$ cat src/core/hwm_pkg.sv
// Purpose: Shared offsets, reset values, fields and types of the monitor register bank
// Assumes: Byte-wide registers reached through a pointer over the two-wire serial port
// Notes: Result channel numbers index the result store
package hwm_pkg;

  // ==========================================================
  // Register offsets
  localparam logic [7:0] OFF_FAN1_TACH_SETUP = 8'h04;
  localparam logic [7:0] OFF_FAN2_TACH_SETUP = 8'h05;
  localparam logic [7:0] OFF_FAN3_TACH_SETUP = 8'h06;
  localparam logic [7:0] OFF_FAN4_TACH_SETUP = 8'h07;
  localparam logic [7:0] OFF_CORE_SUPPLY_LOW_BITS = 8'h08;
  localparam logic [7:0] OFF_MONITOR_CONTROL = 8'h09;
  localparam logic [7:0] OFF_ZONE3_TEMP_LOW_BITS = 8'h0E;
  localparam logic [7:0] OFF_SINGLE_PASS_TRIGGER = 8'h0F;
  localparam logic [7:0] OFF_ZONE1_TEMP_LOW_BITS = 8'h10;
  localparam logic [7:0] OFF_RAIL_3V3_LOW_BITS = 8'h11;
  localparam logic [7:0] OFF_RAIL_5V_LOW_BITS = 8'h12;
  localparam logic [7:0] OFF_RAIL_2V5_LOW_BITS = 8'h13;
  localparam logic [7:0] OFF_RAIL_12V_LOW_BITS = 8'h14;
  localparam logic [7:0] OFF_ZONE2_TEMP_LOW_BITS = 8'h15;
  localparam logic [7:0] OFF_RAIL_2V5_HIGH_BITS = 8'h20;
  localparam logic [7:0] OFF_CORE_SUPPLY_HIGH_BITS = 8'h21;
  localparam logic [7:0] OFF_RAIL_3V3_HIGH_BITS = 8'h22;
  localparam logic [7:0] OFF_RAIL_5V_HIGH_BITS = 8'h23;
  localparam logic [7:0] OFF_RAIL_12V_HIGH_BITS = 8'h24;
  localparam logic [7:0] OFF_ZONE1_TEMP_HIGH_BITS = 8'h25;
  localparam logic [7:0] OFF_ZONE2_TEMP_HIGH_BITS = 8'h26;
  localparam logic [7:0] OFF_ZONE3_TEMP_HIGH_BITS = 8'h27;
  localparam logic [7:0] OFF_FAN1_COUNT_LOW = 8'h28;
  localparam logic [7:0] OFF_FAN1_COUNT_HIGH = 8'h29;
  localparam logic [7:0] OFF_FAN2_COUNT_LOW = 8'h2A;
  localparam logic [7:0] OFF_FAN2_COUNT_HIGH = 8'h2B;

  // ==========================================================
  // Reset values and fields
  localparam logic [7:0] RST_TACH_SETUP = 8'h36;
  localparam logic [7:0] RST_MONITOR_CONTROL = 8'h00;
  localparam logic [7:0] RST_SINGLE_PASS_TRIGGER = 8'h00;
  localparam logic [15:0] RST_RESULT = 16'h0000;
  localparam int RUN_BIT_POS = 6;
  localparam logic [6:0] DEFAULT_DEV_ADDR = 7'h2E;

  // ==========================================================
  // Result channels
  localparam int NUM_CHANNELS = 10;
  localparam logic [3:0] CH_CORE = 4'h0;
  localparam logic [3:0] CH_2V5 = 4'h1;
  localparam logic [3:0] CH_3V3 = 4'h2;
  localparam logic [3:0] CH_5V = 4'h3;
  localparam logic [3:0] CH_12V = 4'h4;
  localparam logic [3:0] CH_ZONE1 = 4'h5;
  localparam logic [3:0] CH_ZONE2 = 4'h6;
  localparam logic [3:0] CH_ZONE3 = 4'h7;
  localparam logic [3:0] CH_FAN1 = 4'h8;
  localparam logic [3:0] CH_FAN2 = 4'h9;

  typedef struct packed {
    logic [3:0] chan;
    logic [15:0] data;
  } hwm_result_t;

  typedef struct packed {
    logic [1:0] threeWire;
    logic [1:0] blankSel;
    logic [1:0] dwellSel;
    logic [1:0] windowSel;
  } hwm_tach_cfg_t;

  typedef struct packed {
    logic valid;
    logic isResult;
    logic [3:0] chan;
    logic high;
  } hwm_decode_t;

endpackage : hwm_pkg

$ cat src/core/hwm_monitor_regs.sv
// Purpose: Monitor register bank with its two-wire serial slave port
// Assumes: Serial clock far slower than core_clk; results arrive from the measuring engine
// Notes: Open-drain data pin split into input, output and enable
`timescale 1ns/100ps

// Summary of operation
// - Low byte of each 10-bit result carries result bits 1:0 in bits 7:6.
// - High byte of each 10-bit result carries bits 9:2; read-only, resets zero.
// - Fan counts are 16 bits, low byte then high byte; read-only, reset zero.
// - Each tach setup holds three-wire, blanking, dwell and window fields, two bits.
// - Control register is read/write; bit 6 runs or halts measurement; resets zero.
// - Single-pass trigger register is read/write, all bits reserved, resets zero.
// - First byte after a write address loads the pointer, which persists.
module hwm_monitor_regs #(
  parameter logic [6:0] DEV_ADDR = hwm_pkg::DEFAULT_DEV_ADDR
) (
  input wire logic core_clk, // Core clock, 125 MHz
  input wire logic sys_rst, // Asynchronous reset, active high
  input wire logic sclIn, // Serial clock pin
  input wire logic sdaIn, // Serial data pin level
  output logic sdaOut, // Serial data drive value, always low
  output logic sdaOe, // Serial data drive enable
  input wire logic resultValid, // Result word strobe from engine
  input wire hwm_pkg::hwm_result_t resultWord, // Result channel and value
  input wire logic passDone, // Engine finished a single pass
  output logic runEnable, // Continuous measurement enabled
  output logic passStart, // One-cycle request for a single pass
  output hwm_pkg::hwm_tach_cfg_t [3:0] tachCfg // Tach setup per fan
);

  typedef enum logic [9:0] {
    ST_IDLE = 10'b0000000001,
    ST_ADDR = 10'b0000000010,
    ST_ADDR_ACK = 10'b0000000100,
    ST_PTR = 10'b0000001000,
    ST_PTR_ACK = 10'b0000010000,
    ST_WDATA = 10'b0000100000,
    ST_WDATA_ACK = 10'b0001000000,
    ST_RDATA = 10'b0010000000,
    ST_RACK = 10'b0100000000,
    ST_RLOAD = 10'b1000000000
  } hwm_state_t;

  // ==========================================================
  // Pointer decode
  function automatic hwm_pkg::hwm_decode_t hwm_decode(input logic [7:0] ptr);
    hwm_pkg::hwm_decode_t d;
    d = '{valid: 1'b1, isResult: 1'b1, chan: 4'h0, high: 1'b0};
    case (ptr)
      hwm_pkg::OFF_CORE_SUPPLY_LOW_BITS: d.chan = hwm_pkg::CH_CORE;
      hwm_pkg::OFF_ZONE3_TEMP_LOW_BITS: d.chan = hwm_pkg::CH_ZONE3;
      hwm_pkg::OFF_ZONE1_TEMP_LOW_BITS: d.chan = hwm_pkg::CH_ZONE1;
      hwm_pkg::OFF_RAIL_3V3_LOW_BITS: d.chan = hwm_pkg::CH_3V3;
      hwm_pkg::OFF_RAIL_5V_LOW_BITS: d.chan = hwm_pkg::CH_5V;
      hwm_pkg::OFF_RAIL_2V5_LOW_BITS: d.chan = hwm_pkg::CH_2V5;
      hwm_pkg::OFF_RAIL_12V_LOW_BITS: d.chan = hwm_pkg::CH_12V;
      hwm_pkg::OFF_ZONE2_TEMP_LOW_BITS: d.chan = hwm_pkg::CH_ZONE2;
      hwm_pkg::OFF_RAIL_2V5_HIGH_BITS: d = '{1'b1, 1'b1, hwm_pkg::CH_2V5, 1'b1};
      hwm_pkg::OFF_CORE_SUPPLY_HIGH_BITS: d = '{1'b1, 1'b1, hwm_pkg::CH_CORE, 1'b1};
      hwm_pkg::OFF_RAIL_3V3_HIGH_BITS: d = '{1'b1, 1'b1, hwm_pkg::CH_3V3, 1'b1};
      hwm_pkg::OFF_RAIL_5V_HIGH_BITS: d = '{1'b1, 1'b1, hwm_pkg::CH_5V, 1'b1};
      hwm_pkg::OFF_RAIL_12V_HIGH_BITS: d = '{1'b1, 1'b1, hwm_pkg::CH_12V, 1'b1};
      hwm_pkg::OFF_ZONE1_TEMP_HIGH_BITS: d = '{1'b1, 1'b1, hwm_pkg::CH_ZONE1, 1'b1};
      hwm_pkg::OFF_ZONE2_TEMP_HIGH_BITS: d = '{1'b1, 1'b1, hwm_pkg::CH_ZONE2, 1'b1};
      hwm_pkg::OFF_ZONE3_TEMP_HIGH_BITS: d = '{1'b1, 1'b1, hwm_pkg::CH_ZONE3, 1'b1};
      hwm_pkg::OFF_FAN1_COUNT_LOW: d.chan = hwm_pkg::CH_FAN1;
      hwm_pkg::OFF_FAN1_COUNT_HIGH: d = '{1'b1, 1'b1, hwm_pkg::CH_FAN1, 1'b1};
      hwm_pkg::OFF_FAN2_COUNT_LOW: d.chan = hwm_pkg::CH_FAN2;
      hwm_pkg::OFF_FAN2_COUNT_HIGH: d = '{1'b1, 1'b1, hwm_pkg::CH_FAN2, 1'b1};
      hwm_pkg::OFF_FAN1_TACH_SETUP, hwm_pkg::OFF_FAN2_TACH_SETUP,
      hwm_pkg::OFF_FAN3_TACH_SETUP, hwm_pkg::OFF_FAN4_TACH_SETUP,
      hwm_pkg::OFF_MONITOR_CONTROL, hwm_pkg::OFF_SINGLE_PASS_TRIGGER: d.isResult = 1'b0;
      default: d = '{1'b0, 1'b0, 4'h0, 1'b0};
    endcase
    return d;
  endfunction : hwm_decode

  hwm_state_t state_reg;
  logic sclMeta_reg, sclSync_reg, sclLast_reg;
  logic sdaMeta_reg, sdaSync_reg, sdaLast_reg;
  logic [7:0] shift_reg;
  logic [7:0] txShift_reg;
  logic [3:0] bitCnt_reg;
  logic isRead_reg;
  logic [7:0] ptr_reg;
  logic [7:0] readByte_reg;
  logic [7:0] control_reg;
  logic [7:0] trigger_reg;
  logic oneShotActive_reg;
  logic [15:0] memData;
  logic sclRise, sclFall, startSeen, stopSeen, byteDone, wrEn, storeEn;
  hwm_pkg::hwm_decode_t ptrDec;
  hwm_pkg::hwm_result_t storeWord;

  // ==========================================================
  // Pin synchronisers
  always_ff @(posedge core_clk or posedge sys_rst) begin
    if (sys_rst) begin
      sclMeta_reg <= 1'b1;
      sclSync_reg <= 1'b1;
      sclLast_reg <= 1'b1;
      sdaMeta_reg <= 1'b1;
      sdaSync_reg <= 1'b1;
      sdaLast_reg <= 1'b1;
    end else begin
      sclMeta_reg <= sclIn;
      sclSync_reg <= sclMeta_reg;
      sclLast_reg <= sclSync_reg;
      sdaMeta_reg <= sdaIn;
      sdaSync_reg <= sdaMeta_reg;
      sdaLast_reg <= sdaSync_reg;
    end
  end

  assign sclRise = sclSync_reg && !sclLast_reg;
  assign sclFall = !sclSync_reg && sclLast_reg;
  assign startSeen = sclSync_reg && sclLast_reg && sdaLast_reg && !sdaSync_reg;
  assign stopSeen = sclSync_reg && sclLast_reg && !sdaLast_reg && sdaSync_reg;
  assign byteDone = sclFall && (bitCnt_reg == 4'h8);
  assign wrEn = (state_reg == ST_WDATA) && byteDone;
  assign ptrDec = hwm_decode(ptr_reg);

  // ==========================================================
  // Serial slave sequencer
  always_ff @(posedge core_clk or posedge sys_rst) begin
    if (sys_rst) begin
      state_reg <= ST_IDLE;
      shift_reg <= 8'h00;
      txShift_reg <= 8'h00;
      bitCnt_reg <= 4'h0;
      isRead_reg <= 1'b0;
      sdaOe <= 1'b0;
    end else if (stopSeen) begin
      state_reg <= ST_IDLE;
      sdaOe <= 1'b0;
    end else if (startSeen) begin
      state_reg <= ST_ADDR;
      bitCnt_reg <= 4'h0;
      sdaOe <= 1'b0;
    end else begin
      case (state_reg)
        ST_ADDR, ST_PTR, ST_WDATA: begin
          if (sclRise) begin
            shift_reg <= {shift_reg[6:0], sdaSync_reg};
            bitCnt_reg <= bitCnt_reg + 4'h1;
          end else if (byteDone) begin
            if (state_reg == ST_ADDR) begin
              if (shift_reg[7:1] == DEV_ADDR) begin
                isRead_reg <= shift_reg[0];
                sdaOe <= 1'b1;
                state_reg <= ST_ADDR_ACK;
              end else begin
                state_reg <= ST_IDLE;
              end
            end else if (state_reg == ST_PTR) begin
              if (hwm_decode(shift_reg).valid) begin
                sdaOe <= 1'b1;
                state_reg <= ST_PTR_ACK;
              end else begin
                state_reg <= ST_IDLE;
              end
            end else begin
              sdaOe <= 1'b1;
              state_reg <= ST_WDATA_ACK;
            end
          end
        end
        ST_ADDR_ACK: begin
          if (sclFall) begin
            bitCnt_reg <= 4'h0;
            if (isRead_reg) begin
              txShift_reg <= readByte_reg;
              sdaOe <= !readByte_reg[7];
              state_reg <= ST_RDATA;
            end else begin
              sdaOe <= 1'b0;
              state_reg <= ST_PTR;
            end
          end
        end
        ST_PTR_ACK, ST_WDATA_ACK: begin
          if (sclFall) begin
            bitCnt_reg <= 4'h0;
            sdaOe <= 1'b0;
            state_reg <= ST_WDATA;
          end
        end
        ST_RDATA: begin
          if (sclRise) begin
            bitCnt_reg <= bitCnt_reg + 4'h1;
          end else if (byteDone) begin
            sdaOe <= 1'b0;
            state_reg <= ST_RACK;
          end else if (sclFall) begin
            txShift_reg <= {txShift_reg[6:0], 1'b0};
            sdaOe <= !txShift_reg[6];
          end
        end
        ST_RACK: begin
          if (sclRise) begin
            state_reg <= sdaSync_reg ? ST_IDLE : ST_RLOAD;
          end
        end
        ST_RLOAD: begin
          if (sclFall) begin
            bitCnt_reg <= 4'h0;
            txShift_reg <= readByte_reg;
            sdaOe <= !readByte_reg[7];
            state_reg <= ST_RDATA;
          end
        end
        default: begin
          state_reg <= ST_IDLE;
        end
      endcase
    end
  end

  // ==========================================================
  // Register pointer, kept between transactions
  always_ff @(posedge core_clk or posedge sys_rst) begin
    if (sys_rst) begin
      ptr_reg <= 8'h00;
    end else if ((state_reg == ST_PTR) && byteDone && hwm_decode(shift_reg).valid) begin
      ptr_reg <= shift_reg;
    end
  end

  // ==========================================================
  // Writable registers
  always_ff @(posedge core_clk or posedge sys_rst) begin
    if (sys_rst) begin
      for (int i = 0; i < 4; i++) begin
        tachCfg[i] <= hwm_pkg::RST_TACH_SETUP;
      end
      control_reg <= hwm_pkg::RST_MONITOR_CONTROL;
      trigger_reg <= hwm_pkg::RST_SINGLE_PASS_TRIGGER;
    end else if (wrEn) begin
      if (ptr_reg == hwm_pkg::OFF_FAN1_TACH_SETUP) begin
        tachCfg[0] <= shift_reg;
      end else if (ptr_reg == hwm_pkg::OFF_FAN2_TACH_SETUP) begin
        tachCfg[1] <= shift_reg;
      end else if (ptr_reg == hwm_pkg::OFF_FAN3_TACH_SETUP) begin
        tachCfg[2] <= shift_reg;
      end else if (ptr_reg == hwm_pkg::OFF_FAN4_TACH_SETUP) begin
        tachCfg[3] <= shift_reg;
      end else if (ptr_reg == hwm_pkg::OFF_MONITOR_CONTROL) begin
        control_reg <= shift_reg & (8'h01 << hwm_pkg::RUN_BIT_POS);
      end else if (ptr_reg == hwm_pkg::OFF_SINGLE_PASS_TRIGGER) begin
        trigger_reg <= shift_reg;
      end
    end
  end

  assign runEnable = control_reg[hwm_pkg::RUN_BIT_POS];

  // ==========================================================
  // Single measurement pass
  always_ff @(posedge core_clk or posedge sys_rst) begin
    if (sys_rst) begin
      passStart <= 1'b0;
      oneShotActive_reg <= 1'b0;
    end else begin
      passStart <= wrEn && (ptr_reg == hwm_pkg::OFF_SINGLE_PASS_TRIGGER);
      if (wrEn && (ptr_reg == hwm_pkg::OFF_SINGLE_PASS_TRIGGER)) begin
        oneShotActive_reg <= 1'b1;
      end else if (passDone) begin
        oneShotActive_reg <= 1'b0;
      end
    end
  end

  // ==========================================================
  // Result store and readback
  assign storeEn = resultValid && (runEnable || oneShotActive_reg);
  assign storeWord = resultWord;

  hwm_result_mem u_result_mem (
    .core_clk(core_clk),
    .sys_rst(sys_rst),
    .wrEn(storeEn),
    .wrWord(storeWord),
    .rdChan(ptrDec.chan),
    .rdData(memData)
  );

  always_ff @(posedge core_clk or posedge sys_rst) begin
    if (sys_rst) begin
      readByte_reg <= 8'h00;
    end else if (ptrDec.isResult && (ptrDec.chan >= hwm_pkg::CH_FAN1)) begin
      readByte_reg <= ptrDec.high ? memData[15:8] : memData[7:0];
    end else if (ptrDec.isResult && ptrDec.high) begin
      readByte_reg <= memData[9:2];
    end else if (ptrDec.isResult) begin
      readByte_reg <= {memData[1:0], 6'h00};
    end else if (ptr_reg == hwm_pkg::OFF_FAN1_TACH_SETUP) begin
      readByte_reg <= tachCfg[0];
    end else if (ptr_reg == hwm_pkg::OFF_FAN2_TACH_SETUP) begin
      readByte_reg <= tachCfg[1];
    end else if (ptr_reg == hwm_pkg::OFF_FAN3_TACH_SETUP) begin
      readByte_reg <= tachCfg[2];
    end else if (ptr_reg == hwm_pkg::OFF_FAN4_TACH_SETUP) begin
      readByte_reg <= tachCfg[3];
    end else if (ptr_reg == hwm_pkg::OFF_MONITOR_CONTROL) begin
      readByte_reg <= control_reg;
    end else if (ptr_reg == hwm_pkg::OFF_SINGLE_PASS_TRIGGER) begin
      readByte_reg <= trigger_reg;
    end else begin
      readByte_reg <= 8'h00;
    end
  end

  // Open-drain pin only ever pulls low
  always_ff @(posedge core_clk or posedge sys_rst) begin
    if (sys_rst) begin
      sdaOut <= 1'b0;
    end else begin
      sdaOut <= 1'b0;
    end
  end

  // ==========================================================
  // Checks
  a_low_byte_pos: assert property (@(posedge core_clk) disable iff (sys_rst)
    (ptrDec.isResult && !ptrDec.high && ptrDec.chan < hwm_pkg::CH_FAN1)
    |=> (readByte_reg[7:6] == $past(memData[1:0])) && (readByte_reg[5:0] == 6'h00))
    else $error("Low result byte misplaced");

  a_high_byte_pos: assert property (@(posedge core_clk) disable iff (sys_rst)
    (ptrDec.isResult && ptrDec.high && ptrDec.chan < hwm_pkg::CH_FAN1)
    |=> readByte_reg == $past(memData[9:2]))
    else $error("High result byte misplaced");

  a_fan_count_split: assert property (@(posedge core_clk) disable iff (sys_rst)
    (ptrDec.isResult && ptrDec.chan >= hwm_pkg::CH_FAN1)
    |=> readByte_reg == ($past(ptrDec.high) ? $past(memData[15:8]) : $past(memData[7:0])))
    else $error("Fan count byte wrong");

  a_tach_setup_write: assert property (@(posedge core_clk) disable iff (sys_rst)
    (wrEn && ptr_reg == hwm_pkg::OFF_FAN2_TACH_SETUP)
    |=> ##1 (readByte_reg == $past(shift_reg, 2)) || (ptr_reg != hwm_pkg::OFF_FAN2_TACH_SETUP))
    else $error("Tach setup readback wrong");

  a_run_bit_ctrl: assert property (@(posedge core_clk) disable iff (sys_rst)
    (wrEn && ptr_reg == hwm_pkg::OFF_MONITOR_CONTROL)
    |=> runEnable == $past(shift_reg[hwm_pkg::RUN_BIT_POS]))
    else $error("Run bit not taken");

  a_trigger_keep: assert property (@(posedge core_clk) disable iff (sys_rst)
    (wrEn && ptr_reg == hwm_pkg::OFF_SINGLE_PASS_TRIGGER)
    |=> ##1 readByte_reg == $past(shift_reg, 2))
    else $error("Trigger readback wrong");

  a_pass_pulse: assert property (@(posedge core_clk) disable iff (sys_rst)
    (wrEn && ptr_reg == hwm_pkg::OFF_SINGLE_PASS_TRIGGER)
    |=> passStart && oneShotActive_reg ##1 !passStart)
    else $error("Single pass not requested");

  a_pointer_load: assert property (@(posedge core_clk) disable iff (sys_rst)
    (state_reg != ST_PTR) |=> $stable(ptr_reg))
    else $error("Pointer changed outside pointer byte");

endmodule : hwm_monitor_regs

$ cat src/core/hwm_result_mem.sv
// Purpose: Store of the latest measurement result per channel
// Assumes: One result word written per cycle, all words cleared by reset
// Notes: Read data come out of a register, one cycle after the address
`timescale 1ns/100ps
module hwm_result_mem (
  input wire logic core_clk, // Core clock
  input wire logic sys_rst, // Asynchronous reset, active high
  input wire logic wrEn, // Store the word below
  input wire hwm_pkg::hwm_result_t wrWord, // Channel and value
  input wire logic [3:0] rdChan, // Channel to read
  output logic [15:0] rdData // Registered read data
);

  logic [15:0] store [hwm_pkg::NUM_CHANNELS];

  // ==========================================================
  // Write port
  always_ff @(posedge core_clk or posedge sys_rst) begin
    if (sys_rst) begin
      for (int i = 0; i < hwm_pkg::NUM_CHANNELS; i++) begin
        store[i] <= hwm_pkg::RST_RESULT;
      end
    end else if (wrEn && (wrWord.chan <= hwm_pkg::CH_FAN2)) begin
      store[wrWord.chan] <= wrWord.data;
    end
  end

  // ==========================================================
  // Read port
  always_ff @(posedge core_clk or posedge sys_rst) begin
    if (sys_rst) begin
      rdData <= hwm_pkg::RST_RESULT;
    end else if (rdChan <= hwm_pkg::CH_FAN2) begin
      rdData <= store[rdChan];
    end else begin
      rdData <= hwm_pkg::RST_RESULT;
    end
  end

endmodule : hwm_result_mem

$ cat config.mk
export PLATFORM = sky130hd
export DESIGN_NAME = hwm_monitor_regs
export DESIGN_NICKNAME = d
export VERILOG_FILES = /design/src/core/hwm_pkg.sv /design/src/core/hwm_monitor_regs.sv /design/src/core/hwm_result_mem.sv
export SDC_FILE = /design/constraint.sdc
export NUM_CORES = 1
export LEC_CHECK = 0
export ABC_CLOCK_PERIOD_IN_PS = 11300
export BUFFER_PORTS_ARGS = -buffer_cell sky130_fd_sc_hd__buf_2
export CORE_MARGIN = 2
export CORE_UTILIZATION = 34
export CTS_CLUSTER_SIZE = 12
export DETAILED_ROUTE_END_ITERATION = 12
export PLACE_DENSITY = 0.58
export SLEW_MARGIN = 20
export SYNTH_ARGS = -nofsm -noshare
export SYNTH_HDL_FRONTEND = slang
export SYNTH_SLANG_ARGS = --single-unit
$ cat constraint.sdc
create_clock -name core_clk -period 11.3 [get_ports core_clk]
set_input_delay 0.565 -clock core_clk [delete_from_list [all_inputs] [get_ports core_clk]]
set_output_delay 0.565 -clock core_clk [all_outputs]
set_load 0.005 [all_outputs]
==> run summary, run 1 <==
WP data required - 11740 ps
I/O Buffers - 60
Routed vias/inst - 5.45
Inst Count DP - 1623
Largest register by flop count - u_result_mem.store
Mapped Avg Cell Area - 11.9 µm²
Yosys top cell area share - 0.472
FF-to-FF setup slack - 7560 ps
Starting Density - 0.343
First-iteration detailed-routing DRC count - 605
Initial antenna violation count - 3
H-tree depth - 1
Post-DR wirelength/cell - 20.9 µm
Mapped Area - 13200 µm²
Resized cells post-CTS - 0
Final min period - 3740 ps
Yosys synthesis warning count - 0
Internal - 1480 µW
Top flop regs - u_result_mem.store: 160 flops, tachCfg: 32 flops, u_result_mem.rdData: 16 flops
CTS Hold Buffers Added - 0
Main synth FF type - dfrtp_1
Syn-to-layout area delta - 12.4%
Crit path capture type - flip-flop
Sw Ratio - 0.218
CTS tree - done
Power per standard cell area - 128 nW/µm²
Final setup vio count - 0
Grt total ovfl - 0
Number of global-route vias before repair - 9439
Final period util - 0.331
Leak - 0.00693 µW
Status - completed
Largest area contributor in the netlist - dfrtp_1
Seq/Total Area, Yosys - 0.518
Die Span Y - 201 µm
Slew @ Worst Pin - 1150 ps
Root Driver - clkbuf_16
Synth area leaders - dfrtp_1, mux2_2, dfstp_2
Gate count of the mapped netlist - 1113
EDFF count, synth - 0
Seq pwr share - 0.517
Net Sw Power - 415 µW
Synth Register Bits - 272
Total clock buffers created by CTS - 28
GR Util All Layers - 0.174
Fillers - 3766
First-pass GRT wire length - 55700 µm
Routed WL - 35000 µm
Commonest non-fill, non-tap cell in the layout - dfrtp_1
Post-synth cell types - 74
Max reg flops - 160
Nets - 1163
CTS clk-pin slew, worst paths - 60 ps
Max-cap violations - 0
Setup TNS - 0 ps
HP Class - in -> async
Drc violations - 0
Reg2reg path depth - 7
Worst-path maximum fanout - 35
VDD IR max - 0.0945 mV
Area of the core - 38500 µm²
Clk sinks - 272
Data arrival, critical path - 4170 ps
Worst skew pair latency - 560 ps
HPWL Detailed - 22400 µm
Setup bufs post-CTS - 0
Final ANT Viol Nets - 0
Die X - 201 µm
Comb power frac - 0.022
Asr flop ratio synth - 1.00
Most frequent cells in the layout - dfrtp_1, mux2_2, a21oi_1, buf_2
Synth Net Count - 1141
Critical path type - reg -> reg
Clock Power Share - 0.462
IO Pins - 62
Die area - 40400 µm²
Share of cells above drive strength 1 - 0.352
Final-report max-slew violation count - 0
Finished Core Util - 0.386
CTS max path bufs - 3
1st-pass router iterations - 5
Vias - 9112
Std-Cell Rows - 72
Slew HR - 0.232
Clk_skew - 13.9 ps
Unrepaired setup endpoints after global routing - false
Layout Cells excl Fill - 1671
Crit path launch type - flip-flop
Fin. Hold Viols - 0
Pin count of the biggest net entering global routing - 149
Fmax - 0.268 GHz
Final GP Congestion - 0.853
==> worst paths after layout <==
kind	from	to
max	ptr_reg[1]	u_result_mem.rdData[8]
min	sys_rst	u_result_mem.store[139]
max reg2reg	ptr_reg[1]	u_result_mem.rdData[8]
min reg2reg	sdaMeta_reg	sdaSync_reg
max in group asynchronous	sys_rst	u_result_mem.store[112]
min in group core_clk	sdaIn	sdaMeta_reg
==> synth_stat cells (11+ instances only) <==
master,instances
o22ai_1,13
clkbuf_1,50
inv_1,17
a21boi_0,17
dfstp_2,23
nor2_1,51
o31ai_1,11
nor3_1,15
mux2_2,223
nor2b_1,14
dfrtp_1,249
nand2_1,27
o21ai_0,49
mux2i_1,23
buf_1,22
a21oi_1,64
and3_1,14
nand3_1,44
nor4_1,14
==> worst max-delay path, cell delays in order (launching register included) <==
cell,delay [ps]
dfrtp_1,800
nand2_1,190
or2_2,360
a31oi_4,820
nor2_2,270
buf_4,300
mux4_2,440
a2111o_1,420
==> cells by family after synthesis <==
| family | Yosys count | share of synthesized area |
|---|---|---|
| buf+inv | 105 | 0.0324 |
| other cells | 1 | 0.000284 |
| fa+ha+maj | 2 | 0.00190 |
| flops | 272 | 0.518 |
| compound gates | 228 | 0.114 |
| simple gates | 245 | 0.105 |
| xor+xnor | 4 | 0.00266 |
| mux | 256 | 0.225 |
==> through the flow <==
step / hold slack, ps / total power (µW) / setup slack [ps] / area [µm²]
after floorplan: 345 / 1020 / 3280 / 13200
after global placement: 352 / 1040 / 7720 / 14000
after detailed placement: 349 / 1040 / 7610 / 14000
after CTS: 87.6 / 1920 / 7580 / 14800
after global routing: 90.7 / 1970 / 7350 / 14800
final: 54.0 / 1900 / 7560 / 14800
==> routing by layer <==
layer / global-route usage / routed length (µm) / vias up
li1: - / - / 4163
met1: 0.240 / 16000 / 4687
met2: 0.283 / 16300 / 203
met3: 0.0352 / 1820 / 57
met4: 0.0426 / 769 / 2
met5: 0 / 16 / -
==> final cells by class <==
| type | count | area [µm²] | share of cell area |
|---|---|---|---|
| tap | 518 | 648 | 0.0437 |
| multi-input combinational | 736 | 5970 | 0.402 |
| timing repair buffer | 79 | 443 | 0.0299 |
| clock inverter | 3 | 26.3 | 0.00177 |
| inverter | 18 | 80.1 | 0.00540 |
| clock buffer | 43 | 827 | 0.0558 |
| sequential | 272 | 6840 | 0.461 |
| antenna | 2 | 5.00 | 0.000337 |
==> power by group through the flow <==
stage          Combinational (µW)  Sequential [µW]  Clock [µW]
2_1_floorplan                27.7              996           0
3_3_place_gp                 42.5              998           0
3_5_place_dp                 43.2              998           0
4_1_cts                      43.2              980         901
5_1_grt                      48.2              980         941
6_report                     41.6              980         876
Note: power is estimated with default switching activity, not from simulation.
==> run 2, diff against run 1 <==
--- a/config.mk
+++ b/config.mk
@@ -5,13 +5,13 @@
 export SDC_FILE = /design/constraint.sdc
 export NUM_CORES = 1
 export LEC_CHECK = 0
-export ABC_CLOCK_PERIOD_IN_PS = 11300
+export ABC_CLOCK_PERIOD_IN_PS = 3210
 export BUFFER_PORTS_ARGS = -buffer_cell sky130_fd_sc_hd__buf_2
 export CORE_MARGIN = 2
 export CORE_UTILIZATION = 34
 export CTS_CLUSTER_SIZE = 12
 export DETAILED_ROUTE_END_ITERATION = 12
-export PLACE_DENSITY = 0.58
+export PLACE_DENSITY = 0.6
 export SLEW_MARGIN = 20
 export SYNTH_ARGS = -nofsm -noshare
 export SYNTH_HDL_FRONTEND = slang
==> constraint.sdc (replaced) <==
create_clock -name core_clk -period 3.21 [get_ports core_clk]
set_input_delay 0.1605 -clock core_clk [delete_from_list [all_inputs] [get_ports core_clk]]
set_output_delay 0.1605 -clock core_clk [all_outputs]
set_load 0.005 [all_outputs]
==> run summary, run 2 (synthesized netlist as in run 1, its figures left out) <==
Clock Power Share - 0.470 (was 0.462)
Comb power frac - 0.026 (was 0.022)
Post-DR wirelength/cell - 20.6 µm (was 20.9 µm)
CTS max path bufs - 3 (unchanged)
Max-cap violations - 0 (unchanged)
Clk_skew - 16.5 ps (was 13.9 ps)
Starting Density - 0.343 (unchanged)
Die X - 201 µm (unchanged)
HPWL Detailed - 23400 µm (was 22400 µm)
Final ANT Viol Nets - 0 (unchanged)
Layout Cells excl Fill - 1718 (was 1671)
FF-to-FF setup slack - 340 ps (was 7560 ps)
Inst Count DP - 1649 (was 1623)
Diodes inserted - 0 (was 2)
Commonest non-fill, non-tap cell in the layout - dfrtp_1 (unchanged)
Crit path capture type - flip-flop (unchanged)
Largest register by flop count - u_result_mem.store (unchanged)
HP Class - in -> reg (was in -> async)
Slew @ Worst Pin - 987 ps (was 1150 ps)
GR Util All Layers - 0.176 (was 0.174)
I/O Buffers - 60 (unchanged)
Fmax - 0.348 GHz (was 0.268 GHz)
Syn-to-layout area delta - 16.2% (was 12.4%)
H-tree depth - 1 (unchanged)
Clk sinks - 272 (unchanged)
Area of the core - 38500 µm² (unchanged)
Resized cells post-CTS - 0 (unchanged)
Worst-path maximum fanout - 11 (was 35)
CTS clk-pin slew, worst paths - 60 ps (about the same)
Seq pwr share - 0.504 (was 0.517)
Fin. Hold Viols - 0 (unchanged)
Unrepaired setup endpoints after global routing - false (unchanged)
R2r startpoint - ptr_reg[7] (was ptr_reg[1])
Data arrival, critical path - 3310 ps (was 4170 ps)
RR Endpoint - u_result_mem.rdData[15] (was u_result_mem.rdData[8])
Max incr delay on CP - 580 ps (was 820 ps)
CTS tree - done (unchanged)
Pin count of the biggest net entering global routing - 69 (was 149)
Internal - 5330 µW (was 1480 µW)
Reg2reg path depth - 6 (was 7)
1st-pass router iterations - 7 (was 5)
Max reg flops - 160 (unchanged)
Tot Pwr - 6850 µW (was 1900 µW)
Crit path launch type - flip-flop (unchanged)
Nets - 1210 (was 1163)
Vias - 9333 (was 9112)
Setup bufs post-CTS - 0 (unchanged)
Std-Cell Rows - 72 (unchanged)
Worst hold path startpoint - sdaIn
Final period util - 0.894 (was 0.331)
Net Sw Power - 1520 µW (was 415 µW)
Critical-path top delay cell - or4_1 (was a31oi_4)
Final-report max-slew violation count - 0 (unchanged)
Final min period - 2870 ps (was 3740 ps)
First-iteration detailed-routing DRC count - 607 (was 605)
Power per standard cell area - 447 nW/µm² (was 128 nW/µm²)
First-pass GRT wire length - 56100 µm (was 55700 µm)
Drc violations - 0 (unchanged)
Critical path type - reg -> reg (unchanged)
Routed vias/inst - 5.43 (was 5.45)
Final GP Congestion - 0.863 (was 0.853)
WP buf/inv - 0 (was 1)
Total clock buffers created by CTS - 29 (was 28)
Ordered list of cells on the worst path - or2_2 > or4_1 > and2_4 > nand2_4 > mux4_2 > a2111o_1 (was nand2_1 > or2_2 > a31oi_4 > nor2_2 > buf_4 > mux4_2 > a2111o_1)
Routed WL - 35300 µm (was 35000 µm)
Top flop regs - u_result_mem.store: 160 flops, tachCfg: 32 flops, u_result_mem.rdData: 16 flops (unchanged)
Final setup vio count - 0 (unchanged)
Status - completed (unchanged)
Initial antenna violation count - 0 (was 3)
Grt total ovfl - 0 (unchanged)
Share of cells above drive strength 1 - 0.362 (was 0.352)
Crit path max-delay family - simple AND/OR/NAND/NOR gates (was compound AO/OA/AOI/OAI gates)
Worst skew pair latency - 570 ps (was 560 ps)
Number of global-route vias before repair - 9418 (was 9439)
WP data required - 3650 ps (was 11740 ps)
CTS Hold Buffers Added - 20 (was 0)
Die area - 40400 µm² (unchanged)
Slew HR - 0.341 (was 0.232)
Hold Crit Depth - 2
IO Pins - 62 (unchanged)
Root Driver - clkbuf_16 (unchanged)
VDD IR max - 0.363 mV (was 0.0945 mV)
Critical path depth - 6 (was 7)
Sw Ratio - 0.222 (was 0.218)
Leak - 0.00720 µW (was 0.00693 µW)
Most frequent cells in the layout - dfrtp_1, mux2_2, a21oi_1, buf_2 (unchanged)
Hold endpoint - sdaMeta_reg
Die Span Y - 201 µm (unchanged)
## run 2: cell count changes in the layout (fill, tap and decap cells not counted), sizes merged, moves of 2 or more
cell         delta
buf            +26
clkbuf          -2
diode           -2
dlygate4sd3    +20
inv             +2
## run 2: through the flow
step / setup WS, ps / utilization / hold WS, ps / cell area, µm² / TNS, ps
after floorplan: -527 / - / 165 / 13200 / -131260
after global placement: 400 / 0.370 / 269 / 14200 / 0
after detailed placement: 354 / 0.370 / 267 / 14200 / 0
after CTS: 325 / 0.399 / 218 / 15300 / 0
after global routing: 194 / 0.399 / 233 / 15300 / 0
final: 340 / 0.399 / 244 / 15300 / 0
## run 2: layout make-up
| class | count | area, µm² |
|---|---|---|
| clock buffer | 41 | 811 |
| multi-input combinational | 736 | 5960 |
| fill | 3693 | 23100 |
| sequential | 272 | 6840 |
| clock inverter | 8 | 83.8 |
| tap | 518 | 648 |
| inverter | 18 | 71.3 |
| timing repair buffer | 125 | 926 |
## run 2: power by group through the flow
stage	logic, µW	clock network (µW)	registers, µW
3_3_place_gp	164	0	3510
3_5_place_dp	166	0	3510
4_1_cts	186	3300	3450
5_1_grt	206	3450	3450
6_report	181	3210	3450
2_1_floorplan	98.0	0	3510
## run 2: how the worst max path moves through the flow
stage / slack [ps] / to / from
2_1_floorplan: -530 / bitCnt_reg[0] / sys_rst
3_3_place_gp: 400 / u_result_mem.rdData[4] / ptr_reg[7]
3_5_place_dp: 350 / u_result_mem.rdData[6] / ptr_reg[7]
5_1_grt: 190 / u_result_mem.rdData[15] / ptr_reg[0]
6_report: 340 / u_result_mem.rdData[15] / ptr_reg[7]
4_1_cts: 330 / u_result_mem.rdData[15] / ptr_reg[7]
## run 2: layer usage
layer	GRT usage	share of wire	wire (µm)
met1	0.244	0.46	16100
met3	0.0308	0.050	1770
met5	0	0	0
met2	0.288	0.48	16800
met4	0.0405	0.017	611
==> run 3, diff against run 2 <==
--- a/config.mk
+++ b/config.mk
@@ -12,6 +12,7 @@
 export CTS_CLUSTER_SIZE = 12
 export DETAILED_ROUTE_END_ITERATION = 12
 export PLACE_DENSITY = 0.6
+export RECOVER_POWER = 25
 export SLEW_MARGIN = 20
 export SYNTH_ARGS = -nofsm -noshare
 export SYNTH_HDL_FRONTEND = slang
==> run summary, run 3 (synthesized netlist as in run 1, its figures left out) <==
Die Span Y - 201 µm (unchanged)
VDD IR max - 0.362 mV (was 0.363 mV)
Unrepaired setup endpoints after global routing - false (unchanged)
Final setup vio count - 0 (unchanged)
Place WS - 354 ps (unchanged)
Pin count of the biggest net entering global routing - 69 (unchanged)
First-iteration detailed-routing DRC count - 607 (unchanged)
Power per standard cell area - 447 nW/µm² (about the same)
Worst Setup EP - u_result_mem.rdData[8] (was u_result_mem.rdData[15])
Area of the core - 38500 µm² (unchanged)
Diodes inserted - 0 (unchanged)
Largest register by flop count - u_result_mem.store (unchanged)
WP data required - 3660 ps (was 3650 ps)
CTS max path bufs - 3 (unchanged)
Final-report max-slew violation count - 37 (was 0)
Routed vias/inst - 5.46 (was 5.43)
Routed WL - 35300 µm (about the same)
First-pass GRT wire length - 56100 µm (unchanged)
Fillers - 3697 (was 3693)
Share of cells above drive strength 1 - 0.358 (was 0.362)
Slew HR - -0.214 (was 0.341)
CTS tree - done (unchanged)
Vias - 9379 (was 9333)
Crit path launch type - flip-flop (unchanged)
Most frequent cells in the layout - dfrtp_1, mux2_2, a21oi_1, buf_2 (unchanged)
Commonest non-fill, non-tap cell in the layout - dfrtp_1 (unchanged)
HP Class - in -> reg (unchanged)
Slew @ Worst Pin - 1810 ps (was 987 ps)
Clk_skew - 17.9 ps (was 16.5 ps)
Die area - 40400 µm² (unchanged)
H-tree depth - 1 (unchanged)
Data arrival, critical path - 3310 ps (about the same)
Final period util - 0.893 (was 0.894)
Crit path capture type - flip-flop (unchanged)
Failing checks - capacitance limit, slew limit
Area post-placement - 14200 µm² (unchanged)
Worst skew pair latency - 570 ps (about the same)
Initial antenna violation count - 0 (unchanged)
Fin. Hold Viols - 0 (unchanged)
RR Endpoint - u_result_mem.rdData[8] (was u_result_mem.rdData[15])
Max reg flops - 160 (unchanged)
Status - complete, but fails checks (was completed)
IO Pins - 62 (unchanged)
CP Launch Point - ptr_reg[1] (was ptr_reg[7])
Final min period - 2870 ps (about the same)
Top flop regs - u_result_mem.store: 160 flops, tachCfg: 32 flops, u_result_mem.rdData: 16 flops (unchanged)
Reg2reg path depth - 6 (unchanged)
I/O Buffers - 60 (unchanged)
Final GP Congestion - 0.863 (unchanged)
HPWL Detailed - 23400 µm (unchanged)
Die X - 201 µm (unchanged)
Drc violations - 0 (unchanged)
Final worst setup slack - 343 ps (was 340 ps)
Critical path type - reg -> reg (unchanged)
FF-to-FF setup slack - 340 ps (about the same)
Number of global-route vias before repair - 9418 (unchanged)
Root Driver - clkbuf_16 (unchanged)
1st-pass router iterations - 5 (was 7)
Final Instance Area - 15300 µm² (about the same)
Resized cells post-CTS - 0 (unchanged)
Fmax - 0.349 GHz (was 0.348 GHz)
Max-cap violations - 1 (was 0)
Leak - 0.00718 µW (was 0.00720 µW)
Grt total ovfl - 0 (unchanged)
Nets - 1210 (unchanged)
Post-DR wirelength/cell - 20.5 µm (was 20.6 µm)
Final ANT Viol Nets - 0 (unchanged)
Clk sinks - 272 (unchanged)
CTS clk-pin slew, worst paths - 60 ps (about the same)
Starting Density - 0.343 (unchanged)
R2r startpoint - ptr_reg[1] (was ptr_reg[7])
Total clock buffers created by CTS - 29 (unchanged)
GR Util All Layers - 0.176 (unchanged)
Std-Cell Rows - 72 (unchanged)
Worst-path maximum fanout - 11 (unchanged)
Syn-to-layout area delta - 15.9% (was 16.2%)
==> run 3: cell types whose count changed in the layout (fill, tap and decap cells not counted), moves of 3 or more <==
cell / delta
dfstp_1: +3
dfstp_2: -3
buf_12: -3
clkbuf_2: +3
==> run 3: worst min path at each step <==
stage | start | endpoint | slack (ps) | cells past startpoint
floorplan | sclIn | sclMeta_reg | 160 | 0
global route | sdaIn | sdaMeta_reg | 230 | 2
CTS | sdaIn | sdaMeta_reg | 220 | 2
finish | sdaIn | sdaMeta_reg | 240 | 2
global placement | sdaIn | sdaMeta_reg | 270 | 1
detailed placement | sdaIn | sdaMeta_reg | 270 | 1
==> run 3: layer usage <==
layer,share of wire,wire [µm],GRT usage,vias to the layer above
li1,-,-,-,4252
met1,0.45,16000,0.244,4829
met2,0.48,16900,0.288,252
met3,0.051,1810,0.0308,46
met4,0.018,647,0.0405,0
met5,0,0,0,-
==> run 3: layout make-up <==
class | count | area [µm²] | area share
Clock inverter | 8 | 83.8 | 0.00549
Timing Repair Buffer | 125 | 880 | 0.0576
Clock buffer | 41 | 811 | 0.0531
Tap cell | 518 | 648 | 0.0424
Sequential cell | 272 | 6840 | 0.447
Inverter | 18 | 68.8 | 0.00450
Multi-Input combinational cell | 736 | 5960 | 0.390
==> run 3: power by group <==
group	switching, µW	internal (µW)	total [µW]
clock network	1370	1830	3210
registers	10.9	3440	3450
logic	124	48.2	172
total	1510	5320	6830
==> run 3: repair_timing <==
action	CTS	global route
setup buffers	0	0
hold buffers	20	0
endpoints found under the hold margin	195	0
==> run 3: per-stage QoR <==
| step | hold WS, ps | power (µW) | setup TNS (ps) | cells | utilization |
|---|---|---|---|---|---|
| 5_1_grt | 233 | 7090 | 0 | 1718 | 0.397 |
| 4_1_cts | 218 | 6940 | 0 | 1718 | 0.399 |
| 6_report | 245 | 6830 | 0 | 1718 | 0.397 |
| 2_1_floorplan | 165 | 3610 | -131260 | 1113 | - |
| 3_5_place_dp | 267 | 3680 | 0 | 1649 | 0.370 |
| 3_3_place_gp | 269 | 3680 | 0 | 1649 | 0.370 |
==> run 3: worst max-delay path: stages (launching register included) <==
cell,delay [ps]
dfrtp_1,490
nor2b_1,180
o21ai_1,260
a31oi_4,130
nor2_2,630
mux4_2,600
a2111o_1,440
